File: config.mk
export PLATFORM = sky130hd
export DESIGN_NAME = link_crc_error_supervisor
export DESIGN_NICKNAME = d
export VERILOG_FILES = /design/src/logic/link_crc_error_supervisor.v
export VERILOG_INCLUDE_DIRS = /design/src /design/src/logic
export SDC_FILE = /design/constraint.sdc
export NUM_CORES = 1
export LEC_CHECK = 0
export ABC_CLOCK_PERIOD_IN_PS = 3300
export BUFFER_PORTS_ARGS = -buffer_cell sky130_fd_sc_hd__buf_2
export CAP_MARGIN = 20
export CORE_UTILIZATION = 51
export CTS_CLUSTER_DIAMETER = 100
export DETAILED_ROUTE_END_ITERATION = 6
export PLACE_DENSITY = 0.76
export SLEW_MARGIN = 20
export SYNTH_ARGS = -nofsm -noshare
export SYNTH_HDL_FRONTEND = slang
export SYNTH_SLANG_ARGS = --single-unit
File: constraint.sdc
create_clock -name clk_i -period 3.3 [get_ports clk_i]
set_clock_uncertainty 0.2 [all_clocks]
set_input_delay 0 -clock clk_i [delete_from_list [all_inputs] [get_ports clk_i]]
set_output_delay 0 -clock clk_i [all_outputs]
set_load 0.01 [all_outputs]
File: src/logic/link_crc_regs.vh
`ifndef LINK_CRC_REGS_VH
`define LINK_CRC_REGS_VH
// register indices on the plain port
`define ADDR_CONSEC_LIMIT 4'h0
`define ADDR_ACCUM_LIMIT 4'h1
`define ADDR_WARN_ATTR 4'h2
`define ADDR_STATUS 4'h3
`define ADDR_IRQ_STATUS 4'h4
`define ADDR_IRQ_CLEAR 4'h5
`define ADDR_IRQ_ENABLE 4'h6
`define ADDR_COUNTS 4'h7
`define ADDR_CONTROL 4'h8
// attribute word enable bits
`define ATTR_CONSEC_EN_BIT 9
`define ATTR_ACCUM_EN_BIT 10
`define ATTR_UPDATE_EN_BIT 11
// warning codes
`define WARN_CODE_CONSEC 8'hC0
`define WARN_CODE_ACCUM 8'hC1
`define WARN_CODE_UPDATE 8'hC2
`define WARN_CODE_NONE 8'h00
`define RESP_BYTE1_CRC_BAD 8'hFF
// reset values
`define RST_LIMIT 16'h0000
`define RST_ATTR 16'h0000
// irq status bits
`define IRQ_CONSEC_BIT 0
`define IRQ_ACCUM_BIT 1
`define IRQ_HWERR_BIT 2
// control register bits
`define CTRL_ALARM_CLEAR_BIT 0
`endif

File: src/logic/link_crc_error_supervisor.v
`timescale 1ns/1ps
module link_crc_error_supervisor (
    input wire clk_i,
    input wire rst_n_i,
    input wire [3:0] addr_i,
    input wire [31:0] wdata_i,
    input wire wr_i,
    input wire rd_i,
    output reg [31:0] rdata_o,
    input wire init_done_i,
    input wire init_fail_i,
    input wire reset_cmd_i,
    input wire start_link_i,
    input wire sync_ok_i,
    input wire frame_valid_i,
    input wire frame_own_i,
    input wire frame_crc_err_i,
    input wire [31:0] frame_data_i,
    input wire cmd_alarm_clear_i,
    input wire update_count_mismatch_i,
    output reg [31:0] ctrl_data_o,
    output reg ctrl_valid_o,
    output reg [7:0] resp_byte1_o,
    output reg resp_valid_o,
    output reg [7:0] warn_code_o,
    output reg consecutive_crc_warning_o,
    output reg accumulated_crc_warning_o,
    output reg update_count_warning_o,
    output reg hw_error_o,
    output reg [1:0] link_state_o,
    output reg link_status_lamp_o,
    output reg irq_o
);
`include "link_crc_regs.vh"

    // link states, one-hot
    localparam [1:0] ST_INITIAL = 2'h1;
    localparam [1:0] ST_RUNNING = 2'h2;

    // synchroniser stages
    reg rst_s1;
    reg rst_sync;
    reg init_done_s1, init_done_s2;
    reg init_fail_s1, init_fail_s2;
    // software-set limits and enables
    reg [15:0] consecutive_crc_warn_limit;
    reg [15:0] accumulated_crc_warn_limit;
    reg [15:0] warning_enable_attributes;
    // counters, flags and frame memory
    reg [15:0] consec_count;
    reg [15:0] accum_count;
    reg [2:0] irq_status;
    reg [2:0] irq_enable;
    reg [1:0] state;
    reg [1:0] next_state;
    reg checking;
    reg hw_error;
    reg warn_c0, warn_c1, warn_c2;
    reg [31:0] last_good;
    // combinational next values and strobes
    reg [31:0] next_rdata;
    reg [7:0] next_code;
    reg [15:0] next_consec;
    reg [15:0] next_accum;
    wire rx_read;
    wire crc_bad;
    wire consec_en;
    wire accum_en;
    wire frame_clear;
    wire reg_clear;
    wire alarm_clear;
    wire [2:0] irq_events;
    wire [2:0] irq_clear_mask;

    // reset release through two flops; reset command reboots link state, check, counters and warnings like power-up
    always @(posedge clk_i or negedge rst_n_i) begin
        if (!rst_n_i) begin
            rst_s1 <= 1'b0;
            rst_sync <= 1'b0;
        end else begin
            rst_s1 <= 1'b1;
            rst_sync <= rst_s1;
        end
    end

    // status pins from the comm circuit are asynchronous to us
    always @(posedge clk_i or negedge rst_n_i) begin
        if (!rst_n_i) begin
            init_done_s1 <= 1'b0;
            init_done_s2 <= 1'b0;
            init_fail_s1 <= 1'b0;
            init_fail_s2 <= 1'b0;
        end else begin
            init_done_s1 <= init_done_i;
            init_done_s2 <= init_done_s1;
            init_fail_s1 <= init_fail_i;
            init_fail_s2 <= init_fail_s1;
        end
    end

    // receive read happens once per cycle, only while running
    assign rx_read = frame_valid_i & frame_own_i & (state == ST_RUNNING);
    assign crc_bad = rx_read & frame_crc_err_i;
    assign consec_en = (consecutive_crc_warn_limit != 16'h0000)
        & warning_enable_attributes[`ATTR_CONSEC_EN_BIT];
    assign accum_en = (accumulated_crc_warn_limit != 16'h0000)
        & warning_enable_attributes[`ATTR_ACCUM_EN_BIT];
    // alarm clear from a good frame; a bad frame's command bits are not trusted
    assign frame_clear = rx_read & ~frame_crc_err_i & cmd_alarm_clear_i;
    // software path to the same clear, for hosts that use the plain port
    assign reg_clear = wr_i & (addr_i == `ADDR_CONTROL) & wdata_i[`CTRL_ALARM_CLEAR_BIT];
    assign alarm_clear = frame_clear | reg_clear;

    // saturate rather than wrap so a reached limit stays reached
    always @* begin
        next_consec = 16'h0000; // any good read point zeroes the run
        if (crc_bad) begin
            if (consec_count == 16'hFFFF) begin
                next_consec = consec_count;
            end else begin
                next_consec = consec_count + 16'h0001;
            end
        end
    end

    // the running total never falls here, only by a clear or a reboot
    always @* begin
        next_accum = accum_count;
        if (crc_bad && accum_count != 16'hFFFF) begin
            next_accum = accum_count + 16'h0001;
        end
    end

    // link state: hardware error pins it in initial; warnings never move it
    always @* begin
        next_state = state;
        case (state)
            ST_INITIAL: begin
                if (!hw_error && !checking && start_link_i) begin
                    next_state = ST_RUNNING;
                end
            end
            ST_RUNNING: begin
                // only a reboot leaves running; warnings have no path here
                next_state = ST_RUNNING;
            end
            default: begin
                next_state = ST_INITIAL;
            end
        endcase
    end

    // power-up / reset-command check of the comm circuit
    always @(posedge clk_i or negedge rst_n_i) begin
        if (!rst_n_i) begin
            state <= ST_INITIAL;
            checking <= 1'b1;
            hw_error <= 1'b0;
        end else if (!rst_sync || reset_cmd_i) begin
            state <= ST_INITIAL;
            checking <= 1'b1;
            hw_error <= 1'b0;
        end else begin
            // a later fault is not seen until the next reboot, by design
            if (checking) begin
                if (init_fail_s2) begin
                    hw_error <= 1'b1;
                    checking <= 1'b0;
                end else if (init_done_s2) begin
                    checking <= 1'b0;
                end
            end
            state <= next_state;
        end
    end

    // CRC counting and sticky warnings
    always @(posedge clk_i or negedge rst_n_i) begin
        if (!rst_n_i) begin
            consec_count <= 16'h0000;
            accum_count <= 16'h0000;
            warn_c0 <= 1'b0;
            warn_c1 <= 1'b0;
            warn_c2 <= 1'b0;
        end else if (!rst_sync || reset_cmd_i) begin
            consec_count <= 16'h0000;
            accum_count <= 16'h0000;
            warn_c0 <= 1'b0;
            warn_c1 <= 1'b0;
            warn_c2 <= 1'b0;
        end else begin
            if (rx_read) begin
                consec_count <= next_consec;
            end
            // accumulated total only falls by a clear while disabled
            if (alarm_clear && !accum_en) begin
                accum_count <= 16'h0000;
            end else begin
                accum_count <= next_accum;
            end
            // set wins over clear; clear only takes once disabled
            if (crc_bad && consec_en && next_consec >= consecutive_crc_warn_limit) begin
                warn_c0 <= 1'b1;
            end else if (alarm_clear && !consec_en) begin
                warn_c0 <= 1'b0;
            end
            if (crc_bad && accum_en && next_accum >= accumulated_crc_warn_limit) begin
                warn_c1 <= 1'b1;
            end else if (alarm_clear && !accum_en) begin
                warn_c1 <= 1'b0;
            end
            if (update_count_mismatch_i && sync_ok_i && state == ST_RUNNING
                && warning_enable_attributes[`ATTR_UPDATE_EN_BIT]) begin
                warn_c2 <= 1'b1;
            end else if (alarm_clear && !warning_enable_attributes[`ATTR_UPDATE_EN_BIT]) begin
                warn_c2 <= 1'b0;
            end
        end
    end

    // frame forwarding: bad frames dropped, last good data reused
    always @(posedge clk_i or negedge rst_n_i) begin
        if (!rst_n_i) begin
            last_good <= 32'h00000000;
            ctrl_data_o <= 32'h00000000;
            ctrl_valid_o <= 1'b0;
            resp_byte1_o <= 8'h00;
            resp_valid_o <= 1'b0;
        end else begin
            // data and byte 1 stand until the next read point
            ctrl_valid_o <= rx_read; // cycle timing kept on every read
            resp_valid_o <= rx_read;
            if (rx_read && !frame_crc_err_i) begin
                last_good <= frame_data_i;
                ctrl_data_o <= frame_data_i;
                resp_byte1_o <= 8'h00;
            end else if (crc_bad) begin
                ctrl_data_o <= last_good;
                resp_byte1_o <= `RESP_BYTE1_CRC_BAD;
            end
        end
    end

    // highest-priority active warning code
    always @* begin
        if (warn_c0) begin
            next_code = `WARN_CODE_CONSEC;
        end else if (warn_c1) begin
            next_code = `WARN_CODE_ACCUM;
        end else if (warn_c2) begin
            next_code = `WARN_CODE_UPDATE;
        end else begin
            next_code = `WARN_CODE_NONE;
        end
    end

    // registered outputs
    always @(posedge clk_i or negedge rst_n_i) begin
        if (!rst_n_i) begin
            warn_code_o <= 8'h00;
            consecutive_crc_warning_o <= 1'b0;
            accumulated_crc_warning_o <= 1'b0;
            update_count_warning_o <= 1'b0;
            hw_error_o <= 1'b0;
            link_state_o <= ST_INITIAL;
            link_status_lamp_o <= 1'b0;
            irq_o <= 1'b0;
        end else begin
            warn_code_o <= next_code;
            consecutive_crc_warning_o <= warn_c0;
            accumulated_crc_warning_o <= warn_c1;
            update_count_warning_o <= warn_c2;
            hw_error_o <= hw_error;
            link_state_o <= state;
            link_status_lamp_o <= hw_error; // steady red on hardware error
            irq_o <= |(irq_status & irq_enable);
        end
    end

    // rising edges of the internal flags, found against their output copies
    assign irq_events[`IRQ_CONSEC_BIT] = warn_c0 & ~consecutive_crc_warning_o;
    assign irq_events[`IRQ_ACCUM_BIT] = warn_c1 & ~accumulated_crc_warning_o;
    assign irq_events[`IRQ_HWERR_BIT] = hw_error & ~hw_error_o;

    // write-one-to-clear mask, zero outside a clear write
    assign irq_clear_mask = (wr_i && addr_i == `ADDR_IRQ_CLEAR) ? wdata_i[2:0] : 3'h0;

    // register writes and interrupt status
    always @(posedge clk_i or negedge rst_n_i) begin
        if (!rst_n_i) begin
            consecutive_crc_warn_limit <= `RST_LIMIT;
            accumulated_crc_warn_limit <= `RST_LIMIT;
            warning_enable_attributes <= `RST_ATTR;
            irq_status <= 3'h0;
            irq_enable <= 3'h0;
        end else begin
            if (wr_i && addr_i == `ADDR_CONSEC_LIMIT) begin
                consecutive_crc_warn_limit <= wdata_i[15:0];
            end
            if (wr_i && addr_i == `ADDR_ACCUM_LIMIT) begin
                accumulated_crc_warn_limit <= wdata_i[15:0];
            end
            if (wr_i && addr_i == `ADDR_WARN_ATTR) begin
                warning_enable_attributes <= wdata_i[15:0];
            end
            if (wr_i && addr_i == `ADDR_IRQ_ENABLE) begin
                irq_enable <= wdata_i[2:0];
            end
            // events set, write-one clears; set wins
            irq_status <= (irq_status & ~irq_clear_mask) | irq_events;
        end
    end

    // read mux
    always @* begin
        case (addr_i)
            `ADDR_CONSEC_LIMIT: begin
                next_rdata = {16'h0000, consecutive_crc_warn_limit};
            end
            `ADDR_ACCUM_LIMIT: begin
                next_rdata = {16'h0000, accumulated_crc_warn_limit};
            end
            `ADDR_WARN_ATTR: begin
                next_rdata = {16'h0000, warning_enable_attributes};
            end
            `ADDR_STATUS: begin
                next_rdata = {16'h0000, next_code, 1'b0, hw_error, checking,
                    warn_c2, warn_c1, warn_c0, state};
            end
            `ADDR_IRQ_STATUS: begin
                next_rdata = {29'h00000000, irq_status};
            end
            `ADDR_IRQ_ENABLE: begin
                next_rdata = {29'h00000000, irq_enable};
            end
            `ADDR_COUNTS: begin
                next_rdata = {accum_count, consec_count};
            end
            default: begin
                next_rdata = 32'h00000000;
            end
        endcase
    end

    // read data stands one cycle after the strobe only
    always @(posedge clk_i or negedge rst_n_i) begin
        if (!rst_n_i) begin
            rdata_o <= 32'h00000000;
        end else begin
            rdata_o <= rd_i ? next_rdata : 32'h00000000;
        end
    end

endmodule // link_crc_error_supervisor

== After elaboration in Yosys (flattened, before gate mapping) ==
Cells that the tools add are included.

* Logic and storage cells: 144
* Bits in registers: 219

* Bitwise gates (word level): 21
* Equal/unequal tests: 13
* Magnitude comparators: 2
* Muxes and demuxes: 36
* $add $sub $neg: 2
* Reduce and logical (&&, ||, !) cells: 39

{| class="wikitable"
|+ Operators with widths
! cell !! count
|-
| 32-bit case mux with 7 select lines || 1
|-
| 16-bit two-way mux || 7
|-
| 32-bit two-way mux || 3
|-
| 8-bit two-way mux || 5
|-
| 16-bit by 1-bit adder with 16-bit output (second input constant) || 2
|-
| 16-bit >= comparator || 2
|-
| 16-bit nonzero test || 2
|-
| 1-bit logical AND || 19
|-
| 16-bit equality test (second input constant) || 1
|-
| 4-bit by 3-bit equality test with 1-bit output (second input constant) || 4
|-
| 1-bit two-way mux || 16
|-
| 16-bit inequality test (second input constant) || 1
|-
| 1-bit AND || 12
|-
| 3-bit nonzero test || 3
|-
| 4-bit by 2-bit equality test with 1-bit output (second input constant) || 2
|-
| 2-bit nonzero test || 4
|-
| 1-bit logical NOT || 7
|-
| 3-bit AND || 2
|-
| 4-bit by 1-bit equality test with 1-bit output (second input constant) || 1
|-
| 4-bit equality test (second input constant) || 1
|-
| 4-bit logical NOT || 1
|-
| 2-bit two-way mux || 2
|-
| 1-bit NOT || 4
|-
| 2-bit case mux with 2 select lines || 1
|-
| 10 further kinds || 10
|}

== Depth between registers and ports, before layout ==
* Word-level depth: 9
* Mapped depth: 14

== Worst setup path after synthesis ==
OpenSTA, ideal clock, no wires.

* Kind: register to register
* Start: register state[0]
* End: register warn_c0
* Path slack: 155 ps
* Cell stages (with the launch flop): 15
* Library setup time: 122 ps
* Data arrival time: 2823 ps
* Buffers on the path: 2
* Cells stage by stage: dfstp_2 -> inv_1 -> ha_1 -> nand3_1 -> inv_2 -> nand2_1 -> buf_2 -> clkbuf_1 -> nor2_1 -> ha_1 -> a21oi_1 -> o21ai_0 -> a2111oi_0 -> o21ai_0 -> a32o_1

* Cells in the longest elaborated chain, start to end: 8

{| class="wikitable"
|+ RTL lines
! element !! line !! text
|-
| start: declaration || link_crc_error_supervisor.v:54 || <nowiki>reg [1:0] state;</nowiki>
|-
| start signal: assignment || link_crc_error_supervisor.v:173 || <nowiki>state <= next_state;</nowiki>
|-
| 2-bit equality test * || link_crc_error_supervisor.v:102 || <nowiki>assign rx_read = frame_valid_i & frame_own_i & (state == ST_RUNNING);</nowiki>
|-
| 1-bit AND * || link_crc_error_supervisor.v:102 ||
|-
| 1-bit AND || link_crc_error_supervisor.v:103 || <nowiki>assign crc_bad = rx_read & frame_crc_err_i;</nowiki>
|-
| 16-bit two-way mux || link_crc_error_supervisor.v:117 || <nowiki>if (crc_bad) begin</nowiki>
|-
| 16-bit >= comparator || link_crc_error_supervisor.v:202 || <nowiki>if (crc_bad && consec_en && next_consec >= consecutive_crc_warn_limit) begin</nowiki>
|-
| 1-bit logical AND || link_crc_error_supervisor.v:202 ||
|-
| 1-bit two-way mux || link_crc_error_supervisor.v:202 ||
|-
| 1-bit two-way mux || link_crc_error_supervisor.v:185 || <nowiki>end else if (!rst_sync || reset_cmd_i) begin</nowiki>
|-
| end signal: assignment || link_crc_error_supervisor.v:188 || <nowiki>warn_c0 <= 1'b0;</nowiki>
|-
| end signal: assignment || link_crc_error_supervisor.v:203 || <nowiki>warn_c0 <= 1'b1;</nowiki>
|-
| end signal: assignment || link_crc_error_supervisor.v:205 || <nowiki>warn_c0 <= 1'b0;</nowiki>
|-
| end: declaration || link_crc_error_supervisor.v:58 || <nowiki>reg warn_c0, warn_c1, warn_c2;</nowiki>
|}

Every way passes the cells marked *; elsewhere a longest branch is shown, timed or not.
A chain may end at the register's enable or synchronous reset.

== Worst setup path after layout ==
* Start: register consec_count[9]
* End: register warn_c0

* Cells in the longest elaborated chain, start to end: 7

{| class="wikitable"
|+ RTL lines
! element !! line !! text
|-
| start: declaration || link_crc_error_supervisor.v:50 || <nowiki>reg [15:0] consec_count;</nowiki>
|-
| start signal: assignment || link_crc_error_supervisor.v:193 || <nowiki>consec_count <= next_consec;</nowiki>
|-
| 16-bit by 1-bit adder with 16-bit output / 16-bit equality test (equally long branches) || link_crc_error_supervisor.v:121, link_crc_error_supervisor.v:118 ||
|-
| 16-bit two-way mux * || link_crc_error_supervisor.v:118 || <nowiki>if (consec_count == 16'hFFFF) begin</nowiki>
|-
| 16-bit two-way mux * || link_crc_error_supervisor.v:117 ||
|-
| 16-bit >= comparator * || link_crc_error_supervisor.v:202 ||
|-
| 1-bit logical AND * || link_crc_error_supervisor.v:202 ||
|-
| 1-bit two-way mux || link_crc_error_supervisor.v:202 ||
|-
| 1-bit two-way mux || link_crc_error_supervisor.v:185 ||
|}

Marks and branches as above.

==> metrics.md <==
| Metric | Value |
|---|---|
| Clock Tree Buf Depth | `3` |
| Final core utilization | `0.671` |
| Startpoint types | `register` |
| Max Fanout on Critical Path | `6` |
| Vias per cell | `between 5 and 6` |
| Seq/Total Area, Yosys | `0.516` |
| Fillers | `1447` |
| Outcome | `finished, final reports clean` |
| CORE AREA | `roughly 0.019 mm²` |
| Worst hold-check slack | `around 0.078 ns` |
| Layout cells sized above 1 | `0.305` |
| Dpl hpwl | `~17 mm` |
| Vias in the first global route | `8327` |
| Gate Count Post-Synth | `between 900 and 1000` |
| Fin. Hold Viols | `0` |
| Layout area overhead | `27.1%` |
| Clk Latency, worst-skew pair | `0.51 ns` |
| Overall Global Routing Usage | `0.275` |
| Remaining routing DRC violations | `0` |
| Synth Warn # | `0` |
| Die W | `142 µm` |
| Syn Area/Cell | `10.8 µm²` |
| Drt first pass iters | `6` |
| Post-synth EDFFs | `0` |
| Worst-path clk slew | `around 0.07 ns` |
| Multi-input gate area | `around 0.0045 mm²` |
| Leakage | `~6.4 nW` |
| Total Nets Final | `between 1000 and 1500` |
| Min cycle time layout | `3.16 ns` |
| CTS tree | `yes` |
| Tcrit/Tclk final | `0.957` |
| Die area | `~0.020 mm²` |
| Clock root cell | `clkbuf_16` |
| Max-Cap Viols | `0` |
| Placement Rows | `50` |
| Die height | `142 µm` |
| Initial antenna violation count | `0` |
| Initial DRC Count | `between 600 and 700` |
| Fmax | `~320 MHz` |
| Storage element area | `a little over 0.005 mm²` |
| Post-synth cell types | `80` |
| First-pass GRT wire length | `approximately 44 mm` |
| Total gr overflow | `0` |
| Final setup vio count | `0` |
| Required @ worst endpoint | `roughly 3.5 ns` |
| Slew @ Worst Pin | `~0.94 ns` |
| Asr flop ratio synth | `1.00` |
| CTS buffer count | `23` |
| CP Capture Type | `register` |
| CTS H-tree lvls | `1` |
| IO Count | `between 150 and 200` |
| Total wire length | `approximately 27 mm` |
| Number of diodes | `0` |
| Crit Path Category | `register to register` |
| Post-Syn Area | `~0.010 mm²` |
| Final Wtd Congestion | `between 0.9 and 1` |
| Starting density of the core | `0.528` |
| Buffers added on ports | `~150` |
| Register bit total from synthesis | `207` |
| Hold Path Class | `input port to register` |
| Sink Count | `207` |
| Vias post-DR | `8275` |
| Wire per inst | `between 15 and 20 µm` |
| Power density over the cells | `482 mW/mm²` |
| Ys flop type | `dfrtp_1` |
| Arr. time, crit path | `between 3 and 4 ns` |
| Max VDD drop | `~0.40 mV` |
| Rel. slew slack | `0.373` |
| Max-slew violations | `0` |
| Routed Antenna Nets | `0` |
| Largest net degree at the start of global routing | `88` |
## final timing paths
kind,from,endpoint,slack [ns],cells past startpoint
min,frame_data_i[25],last_good[25],0.08,3
max reg2reg,consec_count[9],warn_c0,0.14,11
min in group asynchronous,rst_n_i,link_state_o[1],0.46,3
min reg2reg,rst_s1,rst_sync,0.14,0
max in group asynchronous,rst_n_i,accum_count[10],1.64,4
max,consec_count[9],warn_c0,0.14,11
## where the power goes
part / internal, mW / total (mW) / switching, mW
logic: 0.335 / 0.672 / 0.337
registers: 2.71 / 2.89 / 0.176
clock network: 1.58 / 2.59 / 1.01
## layout by cell type, fill, tap and decap left out, types with 13 or more instances in the layout
cell type	netlist	final
dfrtp_1	204	204
inv_1	41	41
a22oi_1	17	17
and3_1	21	21
nand3_1	23	21
a21oi_1	34	34
clkbuf_16	0	23
ha_1	36	36
nor2_1	33	32
o21ai_0	14	13
nand2_1	142	141
buf_2	21	150
nand4_1	17	17
mux2_2	86	86
dlygate4sd3_1	0	76
nor2b_1	18	18
buf_4	17	42
## layout make-up
cell class	instances	area share
repair buffers	271	0.147
multi-input cells	612	0.349
clock inverters	4	0.00598
flip-flops and latches	207	0.406
inverters	43	0.0126
clock buffers	37	0.0539
well taps	260	0.0255
## per-layer routing
metal,vias to the layer above,routed length [µm],track usage
met2,381,13300,0.472
met3,64,1980,0.0501
li1,3742,-,-
met4,0,777,0.0883
met5,-,0,0
met1,4088,11000,0.353
## sequential cells by signal, summed over array words and instances (netlist names), 2 cells and up
register / flops
ctrl_data_o: 32
last_good: 32
rdata_o: 32
accum_count: 16
accumulated_crc_warn_limit: 16
consec_count: 16
consecutive_crc_warn_limit: 16
warning_enable_attributes: 16
irq_enable: 3
irq_status: 3
warn_code_o: 3
link_state_o: 2
state: 2
## metrics by stage
| step | total power [mW] | instances | setup WS (ns) | TNS, ns | area [µm²] |
|---|---|---|---|---|---|
| CTS | 6.18 | 1430 | 0.0531 | 0 | 12700 |
| detailed placement | 3.51 | 1313 | -0.125 | -0.153 | 11100 |
| global placement | 3.48 | 1313 | 0.107 | 0 | 11100 |
| finish | 6.15 | 1434 | 0.143 | 0 | 12800 |
| global route | 6.41 | 1434 | -0.0102 | -0.0102 | 12800 |
| floorplan | 3.25 | 930 | 0.155 | 0 | 10100 |
## cell families after synthesis
logic type,count (synthesis),synth area share
and+or+nand+nor,310,0.154
DFF,207,0.516
AOI/OAI and AO/OA,146,0.109
buffers and inverters,111,0.0513
muxes,94,0.106
adders and majority gates,36,0.0449
xor gates and xnor gates,21,0.0183
other,2,0.000748
## Yosys cell counts, drive strengths merged, types with 8 or more instances
cell type	number	share of area
xor2	11	0.0096
ha	36	0.045
buf	41	0.025
nand4	18	0.013
inv	42	0.016
and3	22	0.014
a31oi	11	0.0069
a22oi	17	0.013
nor2b	19	0.012
nor2	34	0.013
dfrtp	204	0.51
a21oi	34	0.017
nor3	12	0.0081
clkbuf	27	0.010
a211oi	8	0.0060
nand3	26	0.014
mux2	86	0.096
xnor2	10	0.0087
o21ai	16	0.0080
nand2	143	0.054
## timing repair
| action | 4_1_cts | 5_1_grt |
|---|---|---|
| setup buffers | 0 | 4 |
| hold endpoints to repair | 376 | 0 |
| setup endpoints to repair | 2 | 2 |
| hold buffers | 76 | 0 |
| gates resized for setup | 6 | 12 |
| pin swaps | 0 | 7 |
## worst max-delay path: stages, from the launching register on
cell,delay (ns)
dfrtp_1,0.41
nand4_4,0.19
or3_4,0.44
o211ai_2,0.20
xor2_1,0.17
nor2_1,0.07
ha_1,0.31
a21oi_1,0.18
a211oi_1,0.11
a2111oi_2,0.41
o21ai_1,0.12
a32o_1,0.22
(Power assumes the default switching activity.)
